===== src/common/mbz_pkg.sv =====
package mbz_pkg;

  localparam int          ADDR_W          = 8;
  localparam int          DATA_W          = 8;
  localparam int          MSG_BYTES       = 4;

  localparam logic [7:0]  OFS_CONTROL     = 8'h90;
  localparam logic [7:0]  OFS_STATUS      = 8'h91;
  localparam logic [7:0]  OFS_BYTE0       = 8'h92;
  localparam logic [7:0]  OFS_BYTE3       = 8'h95;
  localparam logic [7:0]  OFS_IRQ_STATUS  = 8'hA0;
  localparam logic [7:0]  OFS_IRQ_MASK    = 8'hA1;

  localparam logic [7:0]  CONTROL_RESET   = 8'h00;
  localparam logic [7:0]  CONTROL_MASK    = 8'h3F;
  localparam logic [7:0]  MASK_RESET      = 8'h00;
  localparam logic [7:0]  UNMAPPED_READ   = 8'h00;

  localparam int          CTL_EN_BIT      = 0;
  localparam int          CTL_DIR_BIT     = 1;
  localparam int          CTL_EIEN_BIT    = 2;
  localparam int          CTL_FIEN_BIT    = 3;
  localparam int          CTL_LEN_LSB     = 4;
  localparam int          ST_FULL_BIT     = 0;
  localparam int          ST_EMPTY_BIT    = 1;
  localparam int          ST_FIRQ_BIT     = 4;
  localparam int          ST_EIRQ_BIT     = 5;

  localparam logic        DIR_RECEIVE     = 1'b0;
  localparam logic        DIR_TRANSMIT    = 1'b1;

  // Sticky event bits: full event at bit 0, empty event at bit 1
  localparam int          EV_W            = 2;

  typedef struct packed {
    logic [1:0] message_length_field;
    logic       full_interrupt_enable;
    logic       empty_interrupt_enable;
    logic       mailbox_direction;
    logic       mailbox_enable;
  } mbz_ctl_t;

  typedef struct packed {
    logic             wr;
    logic             rd;
    logic [ADDR_W-1:0] addr;
    logic [DATA_W-1:0] wdata;
  } mbz_req_t;

endpackage


===== src/rtl/mbz_sticky.sv =====
`timescale 1ns/100ps
module mbz_sticky
  import mbz_pkg::*;
(
  input  wire logic clk_sys,
  input  wire logic rst,
  input  wire logic set_pulse,
  input  wire logic clear_pulse,
  output logic      flag
);

  logic flag_reg;

  // Set wins over a same-cycle clear so no event is lost
  always_ff @(posedge clk_sys or posedge rst) begin
    if (rst) begin
      flag_reg <= 1'b0;
    end else if (set_pulse) begin
      flag_reg <= 1'b1;
    end else if (clear_pulse) begin
      flag_reg <= 1'b0;
    end
  end

  assign flag = flag_reg;

endmodule // mbz_sticky


===== src/rtl/mbz_mailbox.sv =====
// The address-and-strobe port was left to the implementer.
`timescale 1ns/100ps
// Contract
// - Bits 5:4 select 1 to 4 bytes
// - Bit 3 enables interrupt on full
// - Bit 2 enables interrupt on empty
// - Bit 1: zero receive, one transmit
// - Mailbox runs only while bit 0 set
// - Present only in a subordinate node
// - Status bits 1 empty, 0 full
// - Status bits 5 empty irq, 4 full irq
// - Four byte registers, byte 0 lowest
module mbz_mailbox
  import mbz_pkg::*;
#(
  parameter bit SUBORDINATE_NODE = 1'b1
) (
  input  wire logic              clk_sys,
  input  wire logic              rst,
  input  wire logic [ADDR_W-1:0] reg_addr,
  input  wire logic [DATA_W-1:0] reg_wdata,
  input  wire logic              reg_wr,
  input  wire logic              reg_rd,
  output logic      [DATA_W-1:0] reg_rdata,
  input  wire logic [1:0]        far_byte_sel,
  input  wire logic [DATA_W-1:0] far_wdata,
  input  wire logic              far_wr,
  input  wire logic              far_rd,
  output logic      [DATA_W-1:0] far_rdata,
  output logic                   mailbox_full_flag,
  output logic                   mailbox_empty_flag,
  output logic                   irq
);

  mbz_req_t          req;
  mbz_ctl_t          ctl_reg;
  logic [7:0]        data_reg [MSG_BYTES];
  logic              full_reg;
  logic [EV_W-1:0]   mask_reg;
  logic [EV_W-1:0]   sticky;
  logic [DATA_W-1:0] rdata_reg;
  logic [DATA_W-1:0] far_rdata_reg;
  logic              active;
  logic              tx_mode;
  logic [1:0]        last_idx;
  logic              local_wr_data;
  logic [1:0]        local_idx;
  logic              full_set;
  logic              empty_set;
  logic              full_irq_active;
  logic              empty_irq_active;
  logic [7:0]        status_val;

  assign req = '{wr: reg_wr, rd: reg_rd, addr: reg_addr, wdata: reg_wdata};

  // A main-node build ties off all but the IRQ mask register
  assign active   = SUBORDINATE_NODE && ctl_reg.mailbox_enable;
  assign tx_mode  = ctl_reg.mailbox_direction == DIR_TRANSMIT;
  assign last_idx = ctl_reg.message_length_field;

  assign local_wr_data = req.wr && req.addr >= OFS_BYTE0 && req.addr <= OFS_BYTE3;
  assign local_idx     = 2'(req.addr - OFS_BYTE0);

  always_ff @(posedge clk_sys or posedge rst) begin
    if (rst) begin
      ctl_reg <= mbz_ctl_t'(CONTROL_RESET[5:0]);
    end else if (req.wr && req.addr == OFS_CONTROL && SUBORDINATE_NODE) begin
      ctl_reg <= mbz_ctl_t'(req.wdata[5:0]);
    end
  end

  always_ff @(posedge clk_sys or posedge rst) begin
    if (rst) begin
      mask_reg <= MASK_RESET[EV_W-1:0];
    end else if (req.wr && req.addr == OFS_IRQ_MASK) begin
      mask_reg <= req.wdata[EV_W-1:0];
    end
  end

  // Local host writes bytes in any mode, far node only in receive mode while enabled
  always_ff @(posedge clk_sys or posedge rst) begin
    if (rst) begin
      for (int i = 0; i < MSG_BYTES; i++) begin
        data_reg[i] <= 8'h00;
      end
    end else if (local_wr_data && SUBORDINATE_NODE) begin
      data_reg[local_idx] <= req.wdata;
    end else if (far_wr && active && !tx_mode) begin
      data_reg[far_byte_sel] <= far_wdata;
    end
  end

  // Writer storing the last byte fills it; reader taking it drains it
  always_comb begin
    full_set  = 1'b0;
    empty_set = 1'b0;
    if (active) begin
      if (tx_mode) begin
        full_set  = local_wr_data && local_idx == last_idx;
        empty_set = full_reg && far_rd && far_byte_sel == last_idx;
      end else begin
        full_set  = far_wr && far_byte_sel == last_idx;
        empty_set = full_reg && req.rd && req.addr == OFS_BYTE0 + 8'(last_idx);
      end
    end
  end

  always_ff @(posedge clk_sys or posedge rst) begin
    if (rst) begin
      full_reg <= 1'b0;
    end else if (!active) begin
      full_reg <= 1'b0;
    end else if (full_set) begin
      full_reg <= 1'b1;
    end else if (empty_set) begin
      full_reg <= 1'b0;
    end
  end

  assign mailbox_full_flag  = full_reg;
  assign mailbox_empty_flag = !full_reg;

  for (genvar g = 0; g < EV_W; g++) begin : g_sticky
    mbz_sticky u_sticky (
      .clk_sys     (clk_sys),
      .rst         (rst),
      .set_pulse   (g == 0 ? (full_set && ctl_reg.full_interrupt_enable)
                           : (empty_set && ctl_reg.empty_interrupt_enable)),
      .clear_pulse (req.wr && req.addr == OFS_IRQ_STATUS && req.wdata[g]),
      .flag        (sticky[g])
    );
  end

  assign full_irq_active  = sticky[0];
  assign empty_irq_active = sticky[1];
  assign irq              = |(sticky & mask_reg);

  always_comb begin
    status_val                = 8'h00;
    status_val[ST_FULL_BIT]   = mailbox_full_flag;
    status_val[ST_EMPTY_BIT]  = mailbox_empty_flag;
    status_val[ST_FIRQ_BIT]   = full_irq_active;
    status_val[ST_EIRQ_BIT]   = empty_irq_active;
  end

  // Unmapped addresses read zero; data stands one cycle only
  always_ff @(posedge clk_sys or posedge rst) begin
    if (rst) begin
      rdata_reg <= UNMAPPED_READ;
    end else if (req.rd && SUBORDINATE_NODE) begin
      if (req.addr == OFS_CONTROL) begin
        rdata_reg <= {2'b00, ctl_reg};
      end else if (req.addr == OFS_STATUS) begin
        rdata_reg <= status_val;
      end else if (req.addr >= OFS_BYTE0 && req.addr <= OFS_BYTE3) begin
        rdata_reg <= data_reg[local_idx];
      end else if (req.addr == OFS_IRQ_STATUS) begin
        rdata_reg <= {6'h00, sticky};
      end else if (req.addr == OFS_IRQ_MASK) begin
        rdata_reg <= {6'h00, mask_reg};
      end else begin
        rdata_reg <= UNMAPPED_READ;
      end
    end else begin
      rdata_reg <= UNMAPPED_READ;
    end
  end

  assign reg_rdata = rdata_reg;

  always_ff @(posedge clk_sys or posedge rst) begin
    if (rst) begin
      far_rdata_reg <= 8'h00;
    end else if (far_rd && active) begin
      far_rdata_reg <= data_reg[far_byte_sel];
    end
  end

  assign far_rdata = far_rdata_reg;

  a_len_full: assert property (@(posedge clk_sys) disable iff (rst)
    active && tx_mode && local_wr_data && local_idx == last_idx |=> full_reg)
    else $error("full not set after last byte");
  a_full_irq_gate: assert property (@(posedge clk_sys) disable iff (rst)
    full_set && !ctl_reg.full_interrupt_enable && !sticky[0] |=> !sticky[0])
    else $error("full irq without enable");
  a_full_irq_set: assert property (@(posedge clk_sys) disable iff (rst)
    full_set && ctl_reg.full_interrupt_enable |=> sticky[0])
    else $error("full irq missing");
  a_empty_irq_set: assert property (@(posedge clk_sys) disable iff (rst)
    empty_set && ctl_reg.empty_interrupt_enable |=> sticky[1])
    else $error("empty irq missing");
  a_rx_local_no_fill: assert property (@(posedge clk_sys) disable iff (rst)
    active && !tx_mode && !far_wr && !full_reg |=> !full_reg)
    else $error("receive filled without far write");
  a_disabled_empty: assert property (@(posedge clk_sys) disable iff (rst)
    !ctl_reg.mailbox_enable |=> mailbox_empty_flag)
    else $error("disabled mailbox not empty");
  a_status_read: assert property (@(posedge clk_sys) disable iff (rst)
    req.rd && req.addr == OFS_STATUS ##1 1'b1 |-> reg_rdata[ST_FULL_BIT] == $past(full_reg))
    else $error("status full bit wrong");
  a_drain_empty: assert property (@(posedge clk_sys) disable iff (rst)
    empty_set && !full_set |=> !full_reg && mailbox_empty_flag)
    else $error("not empty after drain");
  a_byte_store: assert property (@(posedge clk_sys) disable iff (rst)
    SUBORDINATE_NODE && local_wr_data |=> data_reg[$past(local_idx)] == $past(req.wdata))
    else $error("byte not stored");

  c_tx_fill: cover property (@(posedge clk_sys) disable iff (rst) active && tx_mode && full_set);
  c_tx_drain: cover property (@(posedge clk_sys) disable iff (rst) tx_mode && empty_set);
  c_rx_fill: cover property (@(posedge clk_sys) disable iff (rst) !tx_mode && full_set);
  c_irq: cover property (@(posedge clk_sys) disable iff (rst) irq);

endmodule // mbz_mailbox


===== config.mk =====
export PLATFORM = sky130hd
export DESIGN_NAME = mbz_mailbox
export DESIGN_NICKNAME = d
export VERILOG_FILES = /design/src/common/mbz_pkg.sv /design/src/rtl/mbz_sticky.sv /design/src/rtl/mbz_mailbox.sv
export SDC_FILE = /design/constraint.sdc
export NUM_CORES = 1
export LEC_CHECK = 0
export ABC_CLOCK_PERIOD_IN_PS = 1950
export BUFFER_PORTS_ARGS = -buffer_cell sky130_fd_sc_hd__clkbuf_2
export CELL_PAD_IN_SITES_DETAIL_PLACEMENT = 1
export CELL_PAD_IN_SITES_GLOBAL_PLACEMENT = 1
export CORE_ASPECT_RATIO = 0.6
export CORE_MARGIN = 4
export CORE_UTILIZATION = 46
export DETAILED_ROUTE_END_ITERATION = 10
export GPL_TIMING_DRIVEN = 0
export PLACE_DENSITY = 0.9
export SLEW_MARGIN = 15
export SYNTH_ARGS = -nofsm -noshare
export SYNTH_HDL_FRONTEND = slang
export SYNTH_SLANG_ARGS = --single-unit

===== constraint.sdc =====
create_clock -name clk_sys -period 1.95 [get_ports clk_sys]
set_input_delay 0.2925 -clock clk_sys [delete_from_list [all_inputs] [get_ports clk_sys]]
set_output_delay 0.2925 -clock clk_sys [all_outputs]
set_load 0.01 [all_outputs]

==> impl_metrics.xml, run 1 <==
<?xml version="1.0" encoding="UTF-8"?>
<metrics>
  <group name="route">
    <metric name="postRouteWirelength" unit="um">10900</metric>
    <metric name="drtIter0Drc" unit="">296</metric>
    <metric name="detail_route.vias_per_cell" unit="">6.62</metric>
    <metric name="routed-via-count" unit="">2826</metric>
    <metric name="post-route-drc-count" unit="">0</metric>
    <metric name="antenna_violating_nets_post_route" unit="">0</metric>
    <metric name="firstDrtPassIters" unit="">5</metric>
    <metric name="drt-wirelength-per-cell" unit="um">25.4</metric>
  </group>
  <group name="synthesis">
    <metric name="netlist_top_cells_count" unit="">dfrtp_1 (59), nor2_1 (37), a221o_1 (32), nand3_1 (19), mux2_2 (18)</metric>
    <metric name="synth_top_cell_by_area" unit="">dfrtp_1</metric>
    <metric name="syn_area_per_cell" unit="sq um">12.1</metric>
    <metric name="synth_enable_flop_cells" unit="">0</metric>
    <metric name="synthArstFlopShare" unit="%">100</metric>
    <metric name="yosysWarnings" unit="">0</metric>
    <metric name="post_synth_main_area_contributors" unit="">dfrtp_1 (44%), a221o_1 (9.6%), mux2_2 (6.1%), mux4_2 (6.1%), mux4_1 (5.5%)</metric>
    <metric name="unique_masters_post_synth" unit="">45</metric>
    <metric name="synth.top_cell.area_share" unit="%">44.4</metric>
    <metric name="ys_ff_latch" unit="">59</metric>
    <metric name="postSynthNetCount" unit="">306</metric>
    <metric name="synthMostInstantiatedCell" unit="">dfrtp_1</metric>
    <metric name="syn-cell-area" unit="sq um">3320</metric>
    <metric name="post_synth_inst_count" unit="">274</metric>
    <metric name="synth_sequential_area_ratio" unit="%">44.4</metric>
    <metric name="synth_flop_cell" unit="">dfrtp_1</metric>
  </group>
  <group name="power_and_ir_drop">
    <metric name="fin_total_pwr" unit="mW">3.56</metric>
    <metric name="leakagePower" unit="nW">1.97</metric>
    <metric name="worst_ir_drop_vdd" unit="mV">0.480</metric>
    <metric name="cellPowerDensity" unit="nW/um^2">890</metric>
  </group>
  <group name="placement">
    <metric name="placed_area" unit="sq um">3680</metric>
    <metric name="routabilityCongestion" unit="">0.894</metric>
    <metric name="detailed_place_hpwl" unit="um">7810</metric>
    <metric name="dp.cells" unit="">411</metric>
    <metric name="count_of_input_and_output_buffers" unit="">50</metric>
  </group>
  <group name="floorplan">
    <metric name="start_util" unit="%">48.5</metric>
    <metric name="fp.dieH" unit="um">73.8</metric>
    <metric name="core" unit="sq um">6850</metric>
    <metric name="pin_count" unit="">51</metric>
    <metric name="floorplan.die_area" unit="sq um">8690</metric>
    <metric name="rows" unit="">23</metric>
    <metric name="die_width" unit="um">118</metric>
  </group>
  <group name="setup_path">
    <metric name="worst-setup-path-type" unit="">flop to flop</metric>
    <metric name="cp_cell_sequence" unit="">and3b_1 -&gt; buf_2 -&gt; buf_2 -&gt; nand3_1 -&gt; nor2_1 -&gt; a221o_1</metric>
    <metric name="timing.critical_path.to_type" unit="">flop</metric>
    <metric name="slowest_stage_cell_crit_path" unit="">dfrtp_1</metric>
    <metric name="timing.critical_path.max_delay_family" unit="">buffers and inverters</metric>
    <metric name="timing.critical_path.from" unit="">tx_mode$_DFFE_PP0P_</metric>
    <metric name="timing.critical_path.slowest_cell_delay" unit="ps">440</metric>
    <metric name="worst-endpoint-required" unit="ps">2210</metric>
    <metric name="cp_max_fo" unit="">10</metric>
    <metric name="arrival" unit="ps">2060</metric>
    <metric name="crit_buf_inv" unit="">2</metric>
    <metric name="critical_path.most_common_cell" unit="">buf_2</metric>
    <metric name="worst_setup_path_start_kind" unit="">flop</metric>
    <metric name="critical_path.reg2reg.startpoint" unit="">tx_mode$_DFFE_PP0P_</metric>
  </group>
  <group name="min_path">
    <metric name="holdCritPathClass" unit="">input port to async pin</metric>
  </group>
  <group name="grt">
    <metric name="first_global_vias" unit="">3030</metric>
    <metric name="track_usage" unit="%">26.9</metric>
    <metric name="antenna_found_initial" unit="">0</metric>
    <metric name="globalRouteOverflowTotal" unit="">0</metric>
    <metric name="pin_count_of_the_biggest_net_entering_global_routing" unit="">60</metric>
    <metric name="grt_pass1_wl" unit="um">17300</metric>
  </group>
  <group name="finish">
    <metric name="antenna_cells" unit="">0</metric>
    <metric name="largest_register_ff_count" unit="">32</metric>
    <metric name="syn2layout_area_growth" unit="%">20.4</metric>
    <metric name="final_cells" unit="">427</metric>
    <metric name="nets" unit="">367</metric>
    <metric name="final_design_area_no_fill" unit="sq um">4000</metric>
    <metric name="drive_gt1_share" unit="%">34.7</metric>
  </group>
  <group name="cts">
    <metric name="cts-resized-gates" unit="">0</metric>
    <metric name="holdBufCountCts" unit="">0</metric>
    <metric name="clkSinkCount" unit="">59</metric>
    <metric name="tritoncts.num_buffers" unit="">9</metric>
    <metric name="cts_tree" unit="">yes</metric>
    <metric name="cts_root_buf" unit="">clkbuf_16</metric>
    <metric name="clk_transition_reported_paths" unit="ps">50</metric>
    <metric name="clk-insertion-delay-late" unit="ps">340</metric>
    <metric name="cts_max_level" unit="">3</metric>
    <metric name="cts_post_setup_buffers_inserted" unit="">0</metric>
    <metric name="max-clock-path-buffers" unit="">2</metric>
  </group>
  <group name="sta">
    <metric name="final-setup-viol-count" unit="">0</metric>
    <metric name="fin_crit_sh" unit="%">92.2</metric>
    <metric name="timing.slew.headroom" unit="%">49.1</metric>
    <metric name="max_freq" unit="MHz">556</metric>
    <metric name="worst_margin_pin_slew" unit="ps">761</metric>
    <metric name="final.setup.tns" unit="ps">0</metric>
    <metric name="final-hold-violation-count" unit="">0</metric>
    <metric name="grt_setup_unrepaired" unit="">no</metric>
    <metric name="fin_crit" unit="ps">1800</metric>
    <metric name="final.hold.worst_slack" unit="ps">71.5</metric>
    <metric name="skew" unit="ps">3.76</metric>
    <metric name="slew_violations" unit="">0</metric>
  </group>
  <group name="flow_run">
    <metric name="timing.max_cap.violations" unit="">0</metric>
  </group>
  <group name="outcome">
    <metric name="outcome" unit="">completed</metric>
  </group>
</metrics>
## power by group
group	leakage, nW	total [mW]	switching, mW	internal (mW)
Clock	0.148	1.67	0.576	1.09
Sequential	0.809	1.44	0.103	1.34
Combinational	1.02	0.449	0.214	0.235
Total	1.97	3.56	0.893	2.67
## cell type report
cell class	instances	area [sq um]
clock buffer	13	270
multi-input combinational	190	1690
sequential	59	1480
inverter	11	43.8
buffer	14	114
fill	727	2850
tap	87	109
clock inverter	3	45.0
timing repair buffer	50	250
## metrics by stage
stage | utilization, % | setup slack [ps]
6_report | 58.4 | 152
5_1_grt | 58.4 | 15.1
4_1_cts | 58.4 | 176
3_5_place_dp | 53.8 | -60.0
3_3_place_gp | 53.8 | -504
2_1_floorplan | - | 201
## metal layers
layer | up-vias | track usage [%] | part of all wire, %
li1 | 1191 | - | -
met1 | 1467 | 34.6 | 42
met2 | 150 | 43.5 | 46
met3 | 18 | 9.38 | 10
met4 | 0 | 8.44 | 1.4
met5 | - | 0 | 0
## cell families (layout without fill, tap and decap cells)
| kind of cell | Yosys count | count (layout) | synth area share [%] |
|---|---|---|---|
| simple gates | 96 | 96 | 15.6 |
| flops | 59 | 59 | 44.4 |
| compound gates | 51 | 51 | 15.1 |
| mux | 37 | 37 | 18.6 |
| buf+inv | 25 | 91 | 4.67 |
| xor+xnor | 6 | 6 | 1.58 |
## worst reg2reg max path, cell delays in order, from the launching register on
cell and delay [ps]:
dfrtp_1 440, and3b_1 300, buf_2 290, buf_2 290, nand3_1 110, nor2_1 140, a221o_1 160
## path summary, 6_finish.rpt
check / to / cells after the start / slack [ps]
worst min register to register: far_rdata[1]$_DFFE_PP0P_ / 1 / 500
max in group asynchronous: data_reg[31]$_DFFE_PP0P_ / 2 / 1360
worst max-delay path: data_reg[16]$_DFFE_PP0P_ / 6 / 150
worst max register to register: data_reg[16]$_DFFE_PP0P_ / 6 / 150
min in group clk_sys: data_reg[30]$_DFFE_PP0P_ / 2 / 240
worst min-delay path: data_reg[10]$_DFFE_PP0P_ / 2 / 70
## cell usage in the layout, fill, tap and decap left out, types with 4 or more instances in the layout
master | netlist | final
and3_1 | 4 | 4
mux2_2 | 18 | 18
buf_2 | 6 | 6
inv_1 | 11 | 10
clkbuf_2 | 0 | 50
nand2_1 | 8 | 8
dfrtp_1 | 59 | 59
clkbuf_16 | 0 | 9
mux4_2 | 9 | 9
nor2_1 | 37 | 37
nand3_1 | 19 | 19
mux4_1 | 7 | 7
nor2b_1 | 7 | 7
xor2_1 | 5 | 5
a221o_1 | 32 | 32
No activity file was read; power rests on OpenSTA's default activity.
==> inputs of run 2 (changes only) <==
--- a/config.mk
+++ b/config.mk
@@ -9,7 +9,7 @@
 export BUFFER_PORTS_ARGS = -buffer_cell sky130_fd_sc_hd__clkbuf_2
 export CELL_PAD_IN_SITES_DETAIL_PLACEMENT = 1
 export CELL_PAD_IN_SITES_GLOBAL_PLACEMENT = 1
-export CORE_ASPECT_RATIO = 0.6
+export CORE_ASPECT_RATIO = 1.4
 export CORE_MARGIN = 4
 export CORE_UTILIZATION = 46
 export DETAILED_ROUTE_END_ITERATION = 10
==> run 2 against run 1 <==
Net effect: die area decreased by 0.29%; register-to-register slack barely moved; hold slack lost 4.0 ps; combinational power decreased by 2%; routed wire length shrank 7.4%; largest power group is now registers; highest routed layer unchanged.
==> impl_metrics.xml, run 2 (synthesized netlist as in run 1, its figures left out) <==
<?xml version="1.0" encoding="UTF-8"?>
<metrics>
  <group name="grt">
    <metric name="globalRouteOverflowTotal" unit="">0</metric>
    <metric name="track_usage" unit="%">25.2</metric>
    <metric name="antenna_found_initial" unit="">0</metric>
    <metric name="grt_pass1_wl" unit="um">15900</metric>
    <metric name="first_global_vias" unit="">2988</metric>
    <metric name="pin_count_of_the_biggest_net_entering_global_routing" unit="">60</metric>
  </group>
  <group name="floorplan">
    <metric name="floorplan.die_area" unit="sq um">8670</metric>
    <metric name="start_util" unit="%">47.6</metric>
    <metric name="pin_count" unit="">51</metric>
    <metric name="rows" unit="">36</metric>
    <metric name="fp.dieH" unit="um">109</metric>
    <metric name="core" unit="sq um">6980</metric>
    <metric name="die_width" unit="um">79.8</metric>
  </group>
  <group name="sta">
    <metric name="slew_violations" unit="">0</metric>
    <metric name="grt_setup_unrepaired" unit="">no</metric>
    <metric name="final-hold-violation-count" unit="">0</metric>
    <metric name="timing.final.ws_setup" unit="ps">163</metric>
    <metric name="skew" unit="ps">9.04</metric>
    <metric name="timing.slew.headroom" unit="%">39.5</metric>
    <metric name="max_freq" unit="MHz">560</metric>
    <metric name="final-setup-viol-count" unit="">0</metric>
    <metric name="fin_crit" unit="ps">1790</metric>
    <metric name="worst_margin_pin_slew" unit="ps">904</metric>
    <metric name="fin_crit_sh" unit="%">91.7</metric>
  </group>
  <group name="cts">
    <metric name="clk_transition_reported_paths" unit="ps">70</metric>
    <metric name="clk-insertion-delay-late" unit="ps">350</metric>
    <metric name="clkSinkCount" unit="">59</metric>
    <metric name="cts_root_buf" unit="">clkbuf_8</metric>
    <metric name="cts_max_level" unit="">3</metric>
    <metric name="holdBufCountCts" unit="">0</metric>
    <metric name="cts_post_setup_buffers_inserted" unit="">0</metric>
    <metric name="tritoncts.num_buffers" unit="">9</metric>
    <metric name="max-clock-path-buffers" unit="">2</metric>
    <metric name="cts_tree" unit="">yes</metric>
    <metric name="cts-resized-gates" unit="">0</metric>
  </group>
  <group name="setup_path">
    <metric name="slowest_stage_cell_crit_path" unit="">dfrtp_1</metric>
    <metric name="worst_setup_path_start_kind" unit="">flop</metric>
    <metric name="crit_buf_inv" unit="">2</metric>
    <metric name="reg2reg_end" unit="">data_reg[21]$_DFFE_PP0P_</metric>
    <metric name="worstRegToRegCells" unit="">6</metric>
    <metric name="worst-setup-path-type" unit="">flop to flop</metric>
    <metric name="timing.critical_path.max_delay_family" unit="">buffers and inverters</metric>
    <metric name="cp_max_fo" unit="">10</metric>
    <metric name="reg2reg_setup_slack" unit="ps">160</metric>
    <metric name="timing.critical_path.slowest_cell_delay" unit="ps">440</metric>
    <metric name="cp_cell_sequence" unit="">and3b_1 -&gt; buf_2 -&gt; buf_2 -&gt; nand3_1 -&gt; nor2_1 -&gt; a221o_1</metric>
    <metric name="critical_path.reg2reg.startpoint" unit="">tx_mode$_DFFE_PP0P_</metric>
    <metric name="critical_path.most_common_cell" unit="">buf_2</metric>
    <metric name="worst-endpoint-required" unit="ps">2230</metric>
    <metric name="timing.critical_path.to_type" unit="">flop</metric>
    <metric name="arrival" unit="ps">2070</metric>
  </group>
  <group name="min_path">
    <metric name="holdCritPathClass" unit="">input port to async pin</metric>
  </group>
  <group name="flow_run">
    <metric name="timing.max_cap.violations" unit="">0</metric>
  </group>
  <group name="placement">
    <metric name="routabilityCongestion" unit="">0.868</metric>
    <metric name="dp.cells" unit="">419</metric>
    <metric name="detailed_place_hpwl" unit="um">7130</metric>
    <metric name="dp_slack" unit="ps">0.273</metric>
    <metric name="placed_area" unit="sq um">3690</metric>
    <metric name="count_of_input_and_output_buffers" unit="">50</metric>
  </group>
  <group name="finish">
    <metric name="drive_gt1_share" unit="%">34.2</metric>
    <metric name="final_design_area_no_fill" unit="sq um">3850</metric>
    <metric name="largest_register_ff_count" unit="">32</metric>
    <metric name="syn2layout_area_growth" unit="%">16.0</metric>
    <metric name="antenna_cells" unit="">0</metric>
    <metric name="mostFrequentLayoutCell" unit="">dfrtp_1</metric>
    <metric name="final_cell_mix" unit="">dfrtp_1 (59), clkbuf_2 (50), nor2_1 (37)</metric>
    <metric name="nets" unit="">367</metric>
    <metric name="final_cells" unit="">434</metric>
  </group>
  <group name="route">
    <metric name="drtIter0Drc" unit="">215</metric>
    <metric name="antenna_violating_nets_post_route" unit="">0</metric>
    <metric name="post-route-drc-count" unit="">0</metric>
    <metric name="firstDrtPassIters" unit="">5</metric>
    <metric name="detail_route.vias_per_cell" unit="">6.31</metric>
    <metric name="routed-via-count" unit="">2737</metric>
    <metric name="postRouteWirelength" unit="um">10100</metric>
    <metric name="drt-wirelength-per-cell" unit="um">23.2</metric>
  </group>
  <group name="power_and_ir_drop">
    <metric name="leakagePower" unit="nW">1.91</metric>
    <metric name="worst_ir_drop_vdd" unit="mV">0.449</metric>
    <metric name="cellPowerDensity" unit="nW/um^2">730</metric>
  </group>
  <group name="outcome">
    <metric name="outcome" unit="">completed</metric>
  </group>
</metrics>
## run 2: worst max path at each step
stage | startpoint | end | slack, ps | cells past startpoint
detailed placement | reg_addr[1] | data_reg[4]$_DFFE_PP0P_ | 0.3 | 6
global route | tx_mode$_DFFE_PP0P_ | data_reg[21]$_DFFE_PP0P_ | 60 | 6
floorplan | rst | active$_DFFE_PP0P_ | 200 | 1
global placement | rst | far_rdata[3]$_DFFE_PP0P_ | -430 | 2
CTS | tx_mode$_DFFE_PP0P_ | data_reg[21]$_DFFE_PP0P_ | 170 | 6
finish | tx_mode$_DFFE_PP0P_ | data_reg[21]$_DFFE_PP0P_ | 160 | 6
## run 2: final cells by class
cell class / count / area, sq um
inverter: 11 / 43.8
clock inverter: 3 / 15.0
clock buffer: 12 / 145
timing repair buffer: 50 / 250
sequential: 59 / 1480
buffer: 14 / 114
fill: 766 / 3130
multi-input combinational: 190 / 1690
tap: 95 / 119
## run 2: stage by stage
stage | utilization, % | TNS (ps) | power (mW) | hold slack (ps)
final | 55.2 | 0 | 2.81 | 67.5
after CTS | 55.2 | 0 | 2.83 | 83.0
after global routing | 55.2 | 0 | 2.94 | 128
after floorplan | - | 0 | 1.71 | 418
after detailed placement | 52.9 | 0 | 1.89 | 460
after global placement | 52.9 | -25290 | 1.86 | 490
## run 2: routing by layer
layer	vias to the layer above	GRT usage (%)	wire length [um]
li1	1186	-	-
met1	1372	27.1	3600
met2	135	44.0	5250
met3	44	5.75	695
met4	0	15.8	504
met5	-	0	0
## run 2: report_power, final
part	total [mW]	switching (mW)	leakage [nW]	internal [mW]
registers	1.44	0.101	0.809	1.34
clock network	0.937	0.455	0.0860	0.482
logic	0.438	0.203	1.02	0.235
total	2.81	0.759	1.91	2.05
